==> src/inc/hdks_cfg.svh <==
// What this block does
// - Half protected first subfield: 64 data, 16 check
// - Half unprotected B-field: all 80+j bits encryptable
// - Half slot: checks and X-field never XORed
// - Half slot: two segments of 120+j bits
// - Control tail: segment 0..39 onto a8..a47
// - Half unprotected: segment 40.. onto b0..
// - Protected: segment 40..103 onto b0..b63 only
// - Half, j>0: segment 120.. onto b80..
// - Half slot pair totals 240+2j bits
// - Double slot: 8,40,16,800,4 bit fields
// - Double unprotected B-field: all 800 encryptable
// - Double protected subfields: 64 data, 16 check
// - Double slot: checks and X-field excluded
// - Double slot: two segments of 840 bits
// - Double unprotected: segment 40..839 onto b0..b799
// - Double protected: subfield k data gets segment 40+80k..
// - Double protected: segment 824..839 unused
// - Double slot pair totals 1680 bits
`ifndef HDKS_CFG_SVH
`define HDKS_CFG_SVH

// ****************************************
// Field layout, bit positions in the D-field
// ****************************************
`define HDKS_HDR_LEN      10'h008
`define HDKS_TAIL_FIRST   10'h008
`define HDKS_TAIL_LAST    10'h02f
`define HDKS_A_LEN        10'h040
`define HDKS_X_LEN        10'h004
`define HDKS_HALF_B_BASE  10'h050
`define HDKS_DOUBLE_B_LEN 10'h320
`define HDKS_SUB_LEN      7'h50
`define HDKS_SUB_DATA     7'h40

// ****************************************
// Key stream segment sizes
// ****************************************
`define HDKS_KS_TAIL_LEN  11'h028
`define HDKS_HALF_SEG     11'h078
`define HDKS_DOUBLE_SEG   11'h348

`endif

==> src/inc/hdks_pkg.sv <==
package hdks_pkg;

  typedef enum logic [1:0] {
    HDKS_IDLE  = 2'b00,
    HDKS_FIELD = 2'b01,
    HDKS_FLUSH = 2'b10
  } hdks_state_t;

  typedef enum logic {
    HDKS_HALF   = 1'b0,
    HDKS_DOUBLE = 1'b1
  } hdks_slot_t;

endpackage

==> src/logic/hdks_bit_map.sv <==
`timescale 1ns/1ps
`include "hdks_cfg.svh"

module hdks_bit_map
  import hdks_pkg::*;
#(
  parameter int POS_W = 10
) (
  pos,
  subOff,
  bLen,
  protectedFmt,
  tailIsCt,
  consumeKs,
  applyKs
);
  input  wire logic [POS_W-1:0] pos;
  input  wire logic [6:0]       subOff;
  input  wire logic [POS_W-1:0] bLen;
  input  wire logic             protectedFmt;
  input  wire logic             tailIsCt;
  output logic                  consumeKs;
  output logic                  applyKs;

  logic inTail;
  logic inB;
  logic checkBit;

  // ****************************************
  // Region decode
  // ****************************************
  assign inTail   = (pos >= `HDKS_TAIL_FIRST) && (pos <= `HDKS_TAIL_LAST);
  assign inB      = (pos >= `HDKS_A_LEN) && (pos < `HDKS_A_LEN + bLen);
  // Check bits still use up a segment bit so later subfields stay aligned
  // Half slot has one check field only; its bits 80 upward are all data
  assign checkBit = protectedFmt && (subOff >= `HDKS_SUB_DATA)
                    && ((bLen == `HDKS_DOUBLE_B_LEN)
                        || (pos < `HDKS_A_LEN + POS_W'(`HDKS_SUB_LEN)));

  // Tail and B bits always consume; segment index is one-to-one with position
  assign consumeKs = inTail || inB;
  always_comb begin
    applyKs = 1'b0;
    if (inTail) begin
      applyKs = tailIsCt;
    end else if (inB) begin
      applyKs = !checkBit;
    end
  end

endmodule

==> src/logic/hdks_xor_core.sv <==
`timescale 1ns/1ps
`include "hdks_cfg.svh"

module hdks_xor_core
  import hdks_pkg::*;
#(
  parameter int POS_W = 10,
  parameter int J_W   = 7
) (
  clk_sys,
  sys_rst,
  frameStart,
  slotType,
  protectedFmt,
  tailIsCt,
  encryptOn,
  jLen,
  frameBusy,
  inBit,
  inValid,
  inReady,
  ksBit,
  ksValid,
  ksReady,
  outBit,
  outValid,
  outReady,
  outLast,
  fieldDone,
  pairSecond,
  ksUsed
);
  input  wire logic       clk_sys;
  input  wire logic       sys_rst;
  input  wire logic       frameStart;
  input  wire hdks_slot_t slotType;
  input  wire logic       protectedFmt;
  input  wire logic       tailIsCt;
  input  wire logic       encryptOn;
  input  wire logic [J_W-1:0] jLen;
  output logic            frameBusy;
  input  wire logic       inBit;
  input  wire logic       inValid;
  output logic            inReady;
  input  wire logic       ksBit;
  input  wire logic       ksValid;
  output logic            ksReady;
  output logic            outBit;
  output logic            outValid;
  input  wire logic       outReady;
  output logic            outLast;
  output logic            fieldDone;
  output logic            pairSecond;
  output logic [10:0]     ksUsed;

  hdks_state_t      state_r;
  hdks_state_t      state_nxt;
  logic             protected_r;
  logic             tailCt_r;
  logic             encrypt_r;
  logic [POS_W-1:0] bLen_r;
  logic [POS_W-1:0] bLen_nxt;
  logic [POS_W-1:0] lastPos_r;
  logic [POS_W-1:0] pos_r;
  logic [6:0]       subOff_r;
  logic             outBit_r;
  logic             outValid_r;
  logic             outLast_r;
  logic             fieldDone_r;
  logic             pairSecond_r;
  logic [10:0]      ksUsed_r;
  logic             consumeKs;
  logic             applyKs;
  logic             needKs;
  logic             outSpace;
  logic             fire;
  logic             lastBit;

  // ****************************************
  // Bit position decode
  // ****************************************
  hdks_bit_map #(
    .POS_W (POS_W)
  ) u_map (
    .pos          (pos_r),
    .subOff       (subOff_r),
    .bLen         (bLen_r),
    .protectedFmt (protected_r),
    .tailIsCt     (tailCt_r),
    .consumeKs    (consumeKs),
    .applyKs      (applyKs)
  );

  // ****************************************
  // Handshake
  // ****************************************
  // Clear mode never asks the generator for bits
  assign needKs   = encrypt_r && consumeKs;
  assign outSpace = !outValid_r || outReady;
  assign fire     = (state_r == HDKS_FIELD) && inValid && outSpace
                    && (!needKs || ksValid);
  assign inReady  = (state_r == HDKS_FIELD) && outSpace && (!needKs || ksValid);
  // Segment bit is taken together with its data bit, so none is lost or reused
  assign ksReady  = (state_r == HDKS_FIELD) && inValid && outSpace && needKs;
  assign lastBit  = (pos_r == lastPos_r);

  // Half slot B-field is 80+j bits, double slot fixed
  always_comb begin
    if (slotType == HDKS_DOUBLE) begin
      bLen_nxt = `HDKS_DOUBLE_B_LEN;
    end else begin
      bLen_nxt = `HDKS_HALF_B_BASE + POS_W'(jLen);
    end
  end

  // ****************************************
  // Sequencer
  // ****************************************
  always_comb begin
    state_nxt = state_r;
    case (state_r)
      HDKS_IDLE: begin
        if (frameStart) begin
          state_nxt = HDKS_FIELD;
        end
      end
      HDKS_FIELD: begin
        if (fire && lastBit) begin
          state_nxt = HDKS_FLUSH;
        end
      end
      HDKS_FLUSH: begin
        // Wait for the last bit to leave before a new field is taken
        if (!outValid_r) begin
          state_nxt = HDKS_IDLE;
        end
      end
      default: begin
        state_nxt = HDKS_IDLE;
      end
    endcase
  end

  always_ff @(posedge clk_sys) begin
    if (sys_rst) begin
      state_r <= HDKS_IDLE;
    end else begin
      state_r <= state_nxt;
    end
  end

  // ****************************************
  // Field settings, held for the whole field
  // ****************************************
  always_ff @(posedge clk_sys) begin
    if (sys_rst) begin
      protected_r <= 1'b0;
      tailCt_r    <= 1'b0;
      encrypt_r   <= 1'b0;
      bLen_r      <= '0;
      lastPos_r   <= '0;
    end else if ((state_r == HDKS_IDLE) && frameStart) begin
      protected_r <= protectedFmt;
      tailCt_r    <= tailIsCt;
      encrypt_r   <= encryptOn;
      bLen_r      <= bLen_nxt;
      lastPos_r   <= `HDKS_A_LEN + bLen_nxt + `HDKS_X_LEN - POS_W'(1);
    end
  end

  // ****************************************
  // Position and subfield counters
  // ****************************************
  always_ff @(posedge clk_sys) begin
    if (sys_rst) begin
      pos_r <= '0;
    end else if ((state_r == HDKS_IDLE) && frameStart) begin
      pos_r <= '0;
    end else if (fire) begin
      pos_r <= pos_r + POS_W'(1);
    end
  end

  // Offset inside each 80-bit subfield; also covers half slot bits 80 upward
  always_ff @(posedge clk_sys) begin
    if (sys_rst) begin
      subOff_r <= '0;
    end else if ((state_r == HDKS_IDLE) && frameStart) begin
      subOff_r <= '0;
    end else if (fire && (pos_r >= `HDKS_A_LEN)) begin
      if (subOff_r == `HDKS_SUB_LEN - 7'h01) begin
        subOff_r <= '0;
      end else begin
        subOff_r <= subOff_r + 7'h01;
      end
    end
  end

  // ****************************************
  // XOR and output register
  // ****************************************
  always_ff @(posedge clk_sys) begin
    if (sys_rst) begin
      outValid_r <= 1'b0;
      outBit_r   <= 1'b0;
      outLast_r  <= 1'b0;
    end else if (fire) begin
      outValid_r <= 1'b1;
      outBit_r   <= inBit ^ (needKs && applyKs && ksBit);
      outLast_r  <= lastBit;
    end else if (outReady) begin
      outValid_r <= 1'b0;
      outLast_r  <= 1'b0;
    end
  end

  // ****************************************
  // Segment accounting
  // ****************************************
  // Counts segment bits taken in this field: 40+bLen when encrypting
  always_ff @(posedge clk_sys) begin
    if (sys_rst) begin
      ksUsed_r <= '0;
    end else if ((state_r == HDKS_IDLE) && frameStart) begin
      ksUsed_r <= '0;
    end else if (fire && needKs) begin
      ksUsed_r <= ksUsed_r + 11'h001;
    end
  end

  always_ff @(posedge clk_sys) begin
    if (sys_rst) begin
      fieldDone_r <= 1'b0;
    end else begin
      fieldDone_r <= fire && lastBit;
    end
  end

  // Two fields share one concatenated segment pair
  always_ff @(posedge clk_sys) begin
    if (sys_rst) begin
      pairSecond_r <= 1'b0;
    end else if (fire && lastBit && encrypt_r) begin
      pairSecond_r <= !pairSecond_r;
    end else if (fire && lastBit) begin
      pairSecond_r <= 1'b0;
    end
  end

  assign frameBusy  = (state_r != HDKS_IDLE);
  assign outBit     = outBit_r;
  assign outValid   = outValid_r;
  assign outLast    = outLast_r;
  assign fieldDone  = fieldDone_r;
  assign pairSecond = pairSecond_r;
  assign ksUsed     = ksUsed_r;

endmodule

==> config.mk <==
export PLATFORM = sky130hd
export DESIGN_NAME = hdks_xor_core
export DESIGN_NICKNAME = d
export VERILOG_FILES = /design/src/inc/hdks_pkg.sv /design/src/logic/hdks_bit_map.sv /design/src/logic/hdks_xor_core.sv
export VERILOG_INCLUDE_DIRS = /design/src /design/src/inc
export SDC_FILE = /design/constraint.sdc
export NUM_CORES = 1
export LEC_CHECK = 0
export BUFFER_PORTS_ARGS = -buffer_cell sky130_fd_sc_hd__clkbuf_2
export CAP_MARGIN = 15
export CORE_MARGIN = 3
export CORE_UTILIZATION = 45
export DETAILED_ROUTE_END_ITERATION = 12
export PLACE_DENSITY = 0.7
export SLEW_MARGIN = 20
export SYNTH_ARGS = -nofsm -noshare
export SYNTH_HDL_FRONTEND = slang
export SYNTH_HIERARCHICAL = 1
export SYNTH_SLANG_ARGS = --single-unit
==> constraint.sdc <==
create_clock -name clk_sys -period 5.43 [get_ports clk_sys]
set_clock_uncertainty 0.05 [all_clocks]
set_input_delay 0.543 -clock clk_sys [delete_from_list [all_inputs] [get_ports clk_sys]]
set_output_delay 0.543 -clock clk_sys [all_outputs]
set_load 0.03 [all_outputs]
# == Yosys cells after proc, flatten, opt, wreduce, memory -nomap -nowiden ==
# Cells that the tools add are included.
# op_classes
n_reduce_logical,32
muxes,13
order_cmp,6
n_eq_ne,8
addsub,8
bitwise,1
# ops
op,count
adder 7 x 10 -> 10 bit (first input constant),2
logical AND 1 bit,18
adder 11 x 1 -> 11 bit (second input constant),1
adder 10 x 1 -> 10 bit (second input constant),1
adder 10 x 3 -> 10 bit (second input constant),1
equality test 10 bit,1
equality test 10 bit (second input constant),1
>= comparator 10 x 4 -> 1 bit (second input constant),1
>= comparator 10 x 7 -> 1 bit (second input constant),1
<= comparator 10 x 6 -> 1 bit (second input constant),1
< comparator 10 bit,1
< comparator 10 x 8 -> 1 bit (second input constant),1
two-way mux 10 bit,1
subtractor 10 x 1 -> 10 bit (second input constant),1
adder 7 x 7 -> 8 bit (first input constant),1
adder 7 x 1 -> 7 bit (second input constant),1
equality test 7 bit (second input constant),1
>= comparator 7 bit (second input constant),1
two-way mux 1 bit,7
two-way mux 7 bit,1
two-way mux 2 bit,3
one-hot mux 2 bit (3 select lines),1
nonzero test 2 bit,3
zero test 1 bit,4
other kinds (9),13
# totals
out_inout_bits,19
elab_cells,82
reg_bits,58
input_bits,19

# == Depth between registers and ports, before layout ==
# Gate-level depths: netlist of the first run.
# logic_depth
depth_word,11
mapped_depth,14
mapped_depth_nobuf,12

# == By module ==
# The synthesis of the first run kept the hierarchy.
# modules_own_cells
mod,n_inst,seq_area_each_um2,area_each_um2,cells_per_inst
hdks_xor_core,1,1141.1,2821.5,341
hdks_bit_map,1,0.0,355.3,47

# == Worst setup path before layout of the first run ==
# No wires, ideal clock.
# synth_path
kind,register -> output
startpoint,register bLen_r[6]
endpoint,output port inReady
t_arrival_ns,2.519
t_required_ns,4.837
slack_ns,2.318
path_buffers,0
stages_incl_launch_ff,10
cell_sequence,dfxtp_1 inv_1 ha_1 inv_1 ha_1 nand4_1 o311ai_1 o21ai_1 and3b_1 nor3_1
# synth_via
elab_chain_cells,8
# synth_lines
item,line,rtl
"start, declared",hdks_xor_core.sv:61,logic [POS_W-1:0] bLen_r;
"start signal, assigned",hdks_xor_core.sv:166,bLen_r <= bLen_nxt;
adder 7 x 10 -> 10 bit (no source line),-,
< comparator 10 bit,hdks_bit_map.sv:33,assign inB = (pos >= `HDKS_A_LEN) && (pos < `HDKS_A_LEN + bLen);
logical AND 1 bit,hdks_bit_map.sv:33,
logical OR 1 bit,hdks_bit_map.sv:41,assign consumeKs = inTail || inB;
named net consumeKs,hdks_xor_core.sv:72,logic consumeKs;
logical AND 1 bit,hdks_xor_core.sv:98,assign needKs = encrypt_r && consumeKs;
zero test 1 bit,hdks_xor_core.sv:102,assign inReady = (state_r == HDKS_FIELD) && outSpace && (!needKs || ksValid);
logical OR 1 bit,hdks_xor_core.sv:102,
logical AND 1 bit,hdks_xor_core.sv:102,
"end, declared",hdks_xor_core.sv:44,output logic inReady;
# The timed path passes the listed nets, and every way through them passes these cells.

# == Worst setup path in the final report of the first run ==
# layout_path
startpoint,register bLen_r[6]
endpoint,register pos_r[7]
# layout_via
elab_chain_cells,8
# layout_lines
item,line,rtl
adder 7 x 10 -> 10 bit (no source line),-,
< comparator 10 bit,hdks_bit_map.sv:33,
logical AND 1 bit,hdks_bit_map.sv:33,
logical OR 1 bit,hdks_bit_map.sv:41,
named net consumeKs,hdks_xor_core.sv:72,
logical AND 1 bit,hdks_xor_core.sv:98,
zero test 1 bit,hdks_xor_core.sv:101,&& (!needKs || ksValid);
logical OR 1 bit,hdks_xor_core.sv:101,
logical AND 1 bit,hdks_xor_core.sv:101,
"end signal, assigned",hdks_xor_core.sv:180,pos_r <= pos_r + POS_W'(1);
"end, declared",hdks_xor_core.sv:64,logic [POS_W-1:0] pos_r;
# The timed path passes the listed nets, and every way through them passes these cells.
# A chain may end at the register's enable or synchronous reset.

==> flow_summary.json, run 1 <==
{
  "root_buffer": "clkbuf_8",
  "die_h_um": 90.0,
  "grt_first_pass_wirelength_mm": 12.8,
  "grt_max_degree": 38,
  "wirelength_mm": 7.85,
  "final_antenna_net_count": 0,
  "insertion_delay_ps": 340,
  "die-area_um2": 8100,
  "pwr-share-comb_pct": 13.6,
  "vdd_drop_max_mv": 0.161,
  "setup-tns-final_ps": 0,
  "p_sw_uw": 265,
  "setup_viol": 0,
  "cts_setup_buffers": 0,
  "portBuffers": 37,
  "grt_setup_unrepaired": "no",
  "status": "finished clean",
  "final_period_minus_worst_setup_slack_ps": 3650,
  "synth_edf_count": 0,
  "drv_cap": 0,
  "fin_ws_ps": 1780,
  "place_congestion": 0.809,
  "routed-via-count": 2967,
  "yosys_most_used_dff": "dfxtp_1",
  "async_reset_ff_share_pct": 0,
  "rows": 29,
  "cp-end-kind": "flip-flop",
  "p_per_area_nw_per_um2": 259,
  "yosysWarnings": 6,
  "grt_usage_pct": 19.3,
  "yosysMostFrequentCell": "dfxtp_1",
  "cp_data_arrival_time_ps": 3860,
  "coreArea_um2": 6600,
  "fillers": 664,
  "clock-sinks": 57,
  "clkTransAtPathRegs_ps": 60,
  "firstDrtPassIters": 4,
  "slowest_delay_ps": 730,
  "cts_tree": "built",
  "p_seq_share_pct": 48.0,
  "cp_slowest_cell": "or4_1",
  "via_per_inst": 5.75,
  "grt-ovfl-total": 0,
  "htree_num_levels": 3,
  "max_freq_ghz": 0.274,
  "required_ps": 5640,
  "diodes": 0,
  "cts.repair.resized": 0,
  "drt_iter0_drc": 159,
  "yosysTopAreaCell": "dfxtp_1",
  "grt_pass1_vias": 2641,
  "worstMarginPinSlew_ps": 953,
  "internal-power_uw": 667,
  "p_leak_uw": 0.00137,
  "syn_avg_cell_area_um2": 8.19,
  "critPathKind": "reg -> reg",
  "fin_util_pct": 54.5,
  "synth_cell_types": 50,
  "hpwl_mm": 5.58,
  "final_net_count": 454,
  "cts_buffers": 9,
  "hold_violations": 0,
  "drc": 0,
  "p_sw_share_pct": 28.5,
  "pin_count": 38,
  "finalPower_uw": 933,
  "path_max_fanout": 21,
  "fin_crit_sh_pct": 67.3,
  "crit_path_start": "bLen_r[6]$_SDFFE_PP0P_",
  "ys_seq_elements": 57,
  "ys_top_cells_by_area": "dfxtp_1, ha_1, a21oi_1",
  "slew_headroom_pct": 36.5,
  "hold_path.startpoint": "protectedFmt",
  "ys_seq_area_share_pct": 35.9,
  "syn_nets": 424,
  "synth_common_cells": "dfxtp_1, a21oi_1, nand2_1",
  "syn-cell-area_um2": 3180,
  "worstReg2RegStart": "bLen_r[6]$_SDFFE_PP0P_",
  "initial_utilization_pct": 48.1,
  "path_cells": "inv_1 > ha_1 > inv_1 > ha_1 > nand4_1 > o311ai_1 > o21ai_1 > nand3b_1 > nand4_1 > or4_1 > a21oi_1",
  "cp-start-kind": "flip-flop",
  "antenna_found_initial": 0,
  "syn-instance-count": 388,
  "area_growth_pct": 13.2,
  "wl_per_cell_um": 15.2,
  "cts_hold_buf": 0,
  "hold_path.class": "in -> reg",
  "clk_path_buf_depth": 2,
  "clkPwrFrac_pct": 38.4,
  "maxSlewViolCount": 0,
  "die_x_um": 90.0,
  "pre_cts_ws_ps": 1830,
  "final_layout_size_suffix_gt1_share_pct": 14.7,
  "synth_top_cell_area_share_pct": 35.9
}
==> routing by layer <==
layer	share of wire, %	global-route usage (%)	vias to the layer above
met3	4.8	5.34	11
met2	48	32.7	74
met5	0	0	-
met1	45	24.2	1389
li1	-	-	1493
met4	1.8	5.10	0
==> metrics by stage <==
stage,area [um^2],hold WS [ps],instances
6_report,3600,366,516
3_3_place_gp,3420,402,500
3_5_place_dp,3420,406,500
5_1_grt,3600,372,516
4_1_cts,3590,363,516
2_1_floorplan,3180,386,388
==> power groups by stage <==
stage	clock (uW)	sequential, uW	combinational [uW]
3_3_place_gp	0	457	124
4_1_cts	362	448	128
6_report	358	448	127
2_1_floorplan	0	456	90.6
5_1_grt	378	450	142
3_5_place_dp	0	457	127
==> area by class of cell <==
cell class,count,area [um^2],share of cell area [%]
Timing Repair Buffer,38,193,5.36
Clock inverter,3,15.0,0.417
Inverter,21,78.8,2.19
Clock buffer,13,159,4.42
Tap cell,93,116,3.23
Sequential cell,57,1140,31.7
Multi-Input combinational cell,291,1890,52.7
==> final timing paths <==
check | endpoint | slack [ps] | cells after the start
worst max-delay path | pos_r[7]$_SDFFE_PP0P_ | 1780 | 11
worst min-delay path | protected_r$_SDFFE_PP0P_ | 370 | 3
worst max register to register | pos_r[7]$_SDFFE_PP0P_ | 1780 | 11
worst min register to register | protected_r$_SDFFE_PP0P_ | 410 | 2
==> layout by cell type (no fill, tap or decap), drive strengths merged, types with 3 or more instances in the layout <==
master,instances
dfxtp,57
clkbuf,50
a21oi,39
nand2,33
nor2,25
inv,21
ha,17
nand3,16
xor2,13
nand4,13
o31ai,12
or4,11
nor3,10
o21ai,10
nand2b,9
nor4,9
xnor2,7
a211oi,6
or3,6
nor2b,5
and3,5
a31oi,5
o41ai,4
o311ai,4
nand3b,3
and4,3
mux2i,3
clkinv,3
==> state kept, by name (all words and copies together), names as in the netlist, 2 cells and up <==
register / count
lastPos_r: 10
pos_r: 10
bLen_r: 9
state_r: 2
ksUsed: 11
subOff_r: 7
==> cells by family (layout without fill, tap and decap cells) <==
| family | count (synthesis) | in the layout | synth area share (%) |
|---|---|---|---|
| DFF | 57 | 57 | 35.9 |
| muxes | 3 | 3 | 0.945 |
| AOI/OAI and AO/OA | 93 | 93 | 18.6 |
| adders and majority gates | 17 | 17 | 6.70 |
| and+or+nand+nor | 158 | 158 | 27.5 |
| buffers and inverters | 40 | 75 | 4.81 |
| xor gates and xnor gates | 20 | 20 | 5.51 |
==> worst max-delay path: cells and delay by family (launching register included) <==
kind | cells | cell delay, ps
AO/OA/AOI/OAI | 3 | 790
adder cells (fa/ha/maj) | 2 | 560
buffers and inverters | 2 | 100
flip-flops | 1 | 390
AND/OR/NAND/NOR | 4 | 1660
(Power assumes the default switching activity.)
==> run 2: changes to the inputs <==
==> constraint.sdc (replaced) <==
create_clock -name clk_sys -period 3.67 [get_ports clk_sys]
set_clock_uncertainty 0.05 [all_clocks]
set_input_delay 0.367 -clock clk_sys [delete_from_list [all_inputs] [get_ports clk_sys]]
set_output_delay 0.367 -clock clk_sys [all_outputs]
set_load 0.03 [all_outputs]
==> run 2 against run 1 <==
Final area is 1.4% higher. Worst hold slack lost 180 ps. Cell count rose by 1.2%. Register-to-register slack worse by 1500 ps. First-iteration DRC count is 5.7% lower. Core utilization up 0.74 points. Setup slack lost 1500 ps. Largest power group unchanged.
==> flow_summary.json, run 2 (synthesized netlist as in run 1, its figures left out) <==
{
  "antenna_found_initial": 0,
  "die_x_um": 90.0,
  "die_h_um": 90.0,
  "rr_worst_depth": 13,
  "die-area_um2": 8100,
  "clock-sinks": 57,
  "vdd_drop_max_mv": 0.243,
  "hold_violations": 0,
  "p_sw_share_pct": 28.4,
  "hold_end": "encrypt_r$_SDFFE_PP0P_",
  "clk_path_buf_depth": 2,
  "coreArea_um2": 6600,
  "slew_headroom_pct": 36.4,
  "grt-ovfl-total": 0,
  "final_net_count": 460,
  "use_met1_pct": 25.1,
  "grt_usage_pct": 19.8,
  "status": "finished clean",
  "grt_max_degree": 38,
  "largest_reg_flops": 11,
  "pwr-share-comb_pct": 13.7,
  "clkPwrFrac_pct": 38.3,
  "most-common-layout-cells": "dfxtp_1, a21oi_1, clkbuf_2",
  "rows": 29,
  "slowest_delay_ps": 410,
  "required_ps": 3250,
  "maxSlewViolCount": 0,
  "drc": 0,
  "max_freq_ghz": 0.291,
  "fillers": 639,
  "place_congestion": 0.791,
  "fin_util_pct": 55.2,
  "worstReg2RegStart": "bLen_r[6]$_SDFFE_PP0P_",
  "insertion_delay_ps": 350,
  "firstDrtPassIters": 4,
  "hold_path.class": "in -> reg",
  "cts_tree": "built",
  "drt_iter0_drc": 150,
  "grt_setup_unrepaired": "no",
  "hold_depth": 3,
  "portBuffers": 37,
  "internal-power_uw": 990,
  "initial_utilization_pct": 48.1,
  "p_per_area_nw_per_um2": 379,
  "grt_first_pass_wirelength_mm": 13.1,
  "p_sw_uw": 392,
  "wl_per_cell_um": 15.0,
  "cts_buffers": 9,
  "area_growth_pct": 14.8,
  "cts_hold_buf": 0,
  "multiInputGateArea_um2": 1900,
  "routed-via-count": 2938,
  "reg2reg_to": "pos_r[5]$_SDFFE_PP0P_",
  "layout_commonest_cell": "dfxtp_1",
  "setup-tns-final_ps": 0,
  "wirelength_mm": 7.84,
  "regArea_um2": 1140,
  "cp-start-kind": "flip-flop",
  "pin_count": 38,
  "busiest_layer": "met2",
  "drv_cap": 0,
  "fin_cells": 522,
  "fin_ws_ps": 237,
  "hold_path.startpoint": "encryptOn",
  "final_period_minus_worst_setup_slack_ps": 3430,
  "p_leak_uw": 0.00140,
  "dpl.cell_count": 506,
  "critPathKind": "reg -> out",
  "path_max_fanout": 5,
  "clkTransAtPathRegs_ps": 60,
  "root_buffer": "clkbuf_8",
  "diodes": 0,
  "via_per_inst": 5.63,
  "cp-end-kind": "primary output",
  "grt_util_met2_pct": 32.7,
  "path_cells": "inv_1 > ha_1 > inv_1 > ha_1 > nand4_1 > o311ai_1 > o21ai_1 > buf_4 > and3b_1 > nor3_1 > clkbuf_2",
  "fin_crit_sh_pct": 93.5,
  "grt_pass1_vias": 2723,
  "htree_num_levels": 3,
  "setup_viol": 0,
  "holdWs_ps": 190,
  "final_antenna_net_count": 0,
  "cp_data_arrival_time_ps": 3020,
  "rrSetupSlack_ps": 320,
  "final_layout_size_suffix_gt1_share_pct": 16.1,
  "pre_cts_ws_ps": 189,
  "grt_util_met3_pct": 5.01,
  "cp_slowest_cell": "dfxtp_1",
  "worstMarginPinSlew_ps": 954,
  "hpwl_mm": 5.59,
  "p_seq_share_pct": 48.0
}
-- run 2: cell types whose count changed in the layout (fill, tap and decap cells not counted) --
cell / change
buf_4: +6
or4b_1: -1
or4b_4: +1
-- run 2: metrics by stage --
stage | power, uW | cell area [um^2]
6_report | 1380 | 3650
5_1_grt | 1450 | 3650
4_1_cts | 1400 | 3640
3_5_place_dp | 867 | 3460
3_3_place_gp | 862 | 3460
2_1_floorplan | 809 | 3180
-- run 2: worst max path at each step --
| stage | start | end | slack [ps] | cells past startpoint |
|---|---|---|---|---|
| 4_1_cts | bLen_r[6]$_SDFFE_PP0P_ | ksUsed[9]$_SDFFE_PP0P_ | 180 | 12 |
| 3_5_place_dp | bLen_r[6]$_SDFFE_PP0P_ | ksUsed[5]$_SDFFE_PP0P_ | 190 | 12 |
| 3_3_place_gp | bLen_r[6]$_SDFFE_PP0P_ | ksUsed[7]$_SDFFE_PP0P_ | 320 | 12 |
| 2_1_floorplan | bLen_r[6]$_SDFFE_PP0P_ | ksUsed[6]$_SDFFE_PP0P_ | 580 | 14 |
| 5_1_grt | bLen_r[6]$_SDFFE_PP0P_ | inReady | 60 | 11 |
| 6_report | bLen_r[6]$_SDFFE_PP0P_ | inReady | 240 | 11 |
-- run 2: layout make-up --
class | instances | area share [%]
clock buffers | 13 | 4.36
clock inverters | 3 | 0.412
well taps | 93 | 3.19
inverters | 21 | 2.16
repair buffers | 44 | 6.52
multi-input cells | 291 | 52.1
flip-flops and latches | 57 | 31.3
-- run 2: power groups by stage --
stage               registers (uW)  clock network, uW  logic (uW)
global placement               676                  0         186
detailed placement             677                  0         190
floorplan                      675                  0         134
CTS                            663                546         190
finish                         664                529         190
global route                   666                566         213
-- run 2: worst max-delay path: cells and delay by family (launching register included) --
family | cells | cell delay (ps)
adders and majority gates | 2 | 580
and+or+nand+nor | 3 | 540
buffers and inverters | 4 | 550
DFF | 1 | 410
AOI/OAI and AO/OA | 2 | 580
-- run 2: metal layers --
layer	routed length, um	share of wire, %
met2	3780	48
met1	3590	46
met4	119	1.5
met3	354	4.5
met5	0	0
-- run 2: what timing repair did --
item,CTS,global route
setup endpoints to repair,0,3
buffers inserted,0,0
gates resized for setup,0,1
endpoints found under the hold margin,0,0
==> run 3: changes to the inputs <==
--- a/config.mk
+++ b/config.mk
@@ -8,10 +8,12 @@
 export LEC_CHECK = 0
 export BUFFER_PORTS_ARGS = -buffer_cell sky130_fd_sc_hd__clkbuf_2
 export CAP_MARGIN = 15
+export CELL_PAD_IN_SITES_DETAIL_PLACEMENT = 1
+export CELL_PAD_IN_SITES_GLOBAL_PLACEMENT = 2
 export CORE_MARGIN = 3
-export CORE_UTILIZATION = 45
+export CORE_UTILIZATION = 35
 export DETAILED_ROUTE_END_ITERATION = 12
-export PLACE_DENSITY = 0.7
+export PLACE_DENSITY = 0.86
 export SLEW_MARGIN = 20
 export SYNTH_ARGS = -nofsm -noshare
 export SYNTH_HDL_FRONTEND = slang
==> run 3 against run 2 <==
Clock power is 39% higher. Global-route usage fell by 1.5 points. Sequential power is essentially flat. Worst hold slack gained 11 ps. Via count is 5.0% higher. Combinational power up 4%. Final area increased by 3.0%. Sequential share of layout area is 0.92 points lower. Power is 16% higher. Clock-buffer cell count shrank 3. Critical path type is now reg -> reg.
==> flow_summary.json, run 3 (synthesized netlist as in run 1, its figures left out) <==
{
  "status": "finished clean",
  "clock-sinks": 57,
  "placed_cell_area_um2": 3500,
  "die_h_um": 101,
  "fin_crit_sh_pct": 92.7,
  "pin_count": 38,
  "firstDrtPassIters": 4,
  "max_freq_ghz": 0.294,
  "grt-ovfl-total": 0,
  "largest_reg_flops": 11,
  "rrSetupSlack_ps": 270,
  "multiInputGateArea_um2": 1910,
  "wl_met2_mm": 4.66,
  "drv_cap": 0,
  "cp-end-kind": "flip-flop",
  "die-area_um2": 10300,
  "cts_buffers": 9,
  "diodes": 0,
  "portBuffers": 37,
  "hpwl_mm": 6.70,
  "dpl.cell_count": 523,
  "grt_pass1_vias": 3044,
  "fillers": 1079,
  "final_period_minus_worst_setup_slack_ps": 3400,
  "most-common-layout-cells": "dfxtp_1, a21oi_1, clkbuf_2",
  "p_leak_uw": 0.00145,
  "wirelength_mm": 9.08,
  "finalPower_uw": 1600,
  "m1WireLength_mm": 4.11,
  "wl_per_cell_um": 16.9,
  "root_buffer": "clkbuf_8",
  "drt_iter0_drc": 52,
  "pre_cts_ws_ps": 145,
  "cp-start-kind": "flip-flop",
  "critPathKind": "reg -> reg",
  "cts_setup_buffers": 0,
  "slowest_delay_ps": 620,
  "slew_headroom_pct": 34.1,
  "p_per_area_nw_per_um2": 426,
  "drc": 0,
  "vdd_drop_max_mv": 0.232,
  "setup_viol": 0,
  "worstMarginPinSlew_ps": 988,
  "final_antenna_net_count": 0,
  "hold_depth": 3,
  "cp_slowest_cell": "or4b_4",
  "final_layout_size_suffix_gt1_share_pct": 17.2,
  "fin_ws_ps": 268,
  "clkTransAtPathRegs_ps": 70,
  "cp_data_arrival_time_ps": 3610,
  "fin_cells": 539,
  "setup-tns-final_ps": 0,
  "via_per_inst": 5.73,
  "required_ps": 3880,
  "rows": 34,
  "routed-via-count": 3086,
  "area_growth_pct": 18.2,
  "antenna_found_initial": 0,
  "layout_commonest_cell": "dfxtp_1",
  "grt_first_pass_wirelength_mm": 15.1,
  "hold_path.class": "in -> reg",
  "regArea_um2": 1140,
  "grt_setup_unrepaired": "no",
  "grt_max_degree": 37,
  "hold_violations": 0,
  "grt_usage_pct": 18.4,
  "place_congestion": 0.764,
  "insertion_delay_ps": 340,
  "cts_tree": "built",
  "finish.instance_area_um2": 3760,
  "die_x_um": 101,
  "rr_worst_depth": 10,
  "met3WireLength_um": 217,
  "dr.max_layer_used": "met4",
  "path_cells": "nand3_1 > xor2_1 > ha_1 > a211oi_1 > o311ai_2 > o21ai_1 > nand4_2 > or4b_4 > or4_1 > a21oi_1",
  "path_max_fanout": 16,
  "maxSlewViolCount": 0,
  "htree_num_levels": 3,
  "final_net_count": 462,
  "initial_utilization_pct": 36.3,
  "coreArea_um2": 8760,
  "clk_path_buf_depth": 2
}
-- run 3: cell count changes in the layout (fill, tap and decap cells not counted) --
cell       before  now
bufinv_16       0    3
clkbuf_8       11   10
clkbuf_1        2    0
o311ai_1        1    0
o311ai_2        0    1
buf_4           7    9
-- run 3: critical path: cells and delay by family (launching register included) --
family | cells | cell delay [ps]
xor gates and xnor gates | 1 | 160
and+or+nand+nor | 4 | 1450
adders and majority gates | 1 | 320
DFF | 1 | 440
AOI/OAI and AO/OA | 4 | 910
-- run 3: what timing repair did --
| action | CTS | global route |
|---|---|---|
| hold buffers | 0 | 0 |
| setup endpoints to repair | 0 | 6 |
| gates resized for setup | 0 | 2 |
-- run 3: layer usage --
metal	vias to the layer above	GRT usage, %
met2	32	32.6
met3	9	3.44
met1	1537	22.8
met4	0	4.70
li1	1508	-
met5	-	0
-- run 3: metrics by stage --
| stage | utilization (%) | hold slack [ps] |
|---|---|---|
| CTS | 42.7 | 193 |
| floorplan | - | 386 |
| finish | 42.9 | 200 |
| global route | 42.9 | 196 |
| global placement | 39.9 | 408 |
| detailed placement | 40.0 | 405 |
-- run 3: worst paths after layout --
path | from | endpoint
setup / recovery | bLen_r[8]$_SDFFE_PP0P_ | ksUsed[7]$_SDFFE_PP0P_
hold / removal | tailIsCt | tailCt_r$_SDFFE_PP0P_
setup reg to reg | bLen_r[8]$_SDFFE_PP0P_ | ksUsed[7]$_SDFFE_PP0P_
hold reg to reg | tailCt_r$_SDFFE_PP0P_ | tailCt_r$_SDFFE_PP0P_
-- run 3: area by class of cell --
type                            count  share of cell area (%)
Multi-Input combinational cell    291                    50.7
Sequential cell                    57                    30.4
Timing Repair Buffer               46                    6.73
Clock buffer                       10                    3.66
Tap cell                          108                    3.60
Clock inverter                      6                    2.80
Inverter                           21                    2.10
-- run 3: where the power goes --
part           switching (uW)  internal [uW]  leakage, uW
registers                22.2            642     0.000463
clock network             271            466     0.000126
logic                     127           70.3     0.000858
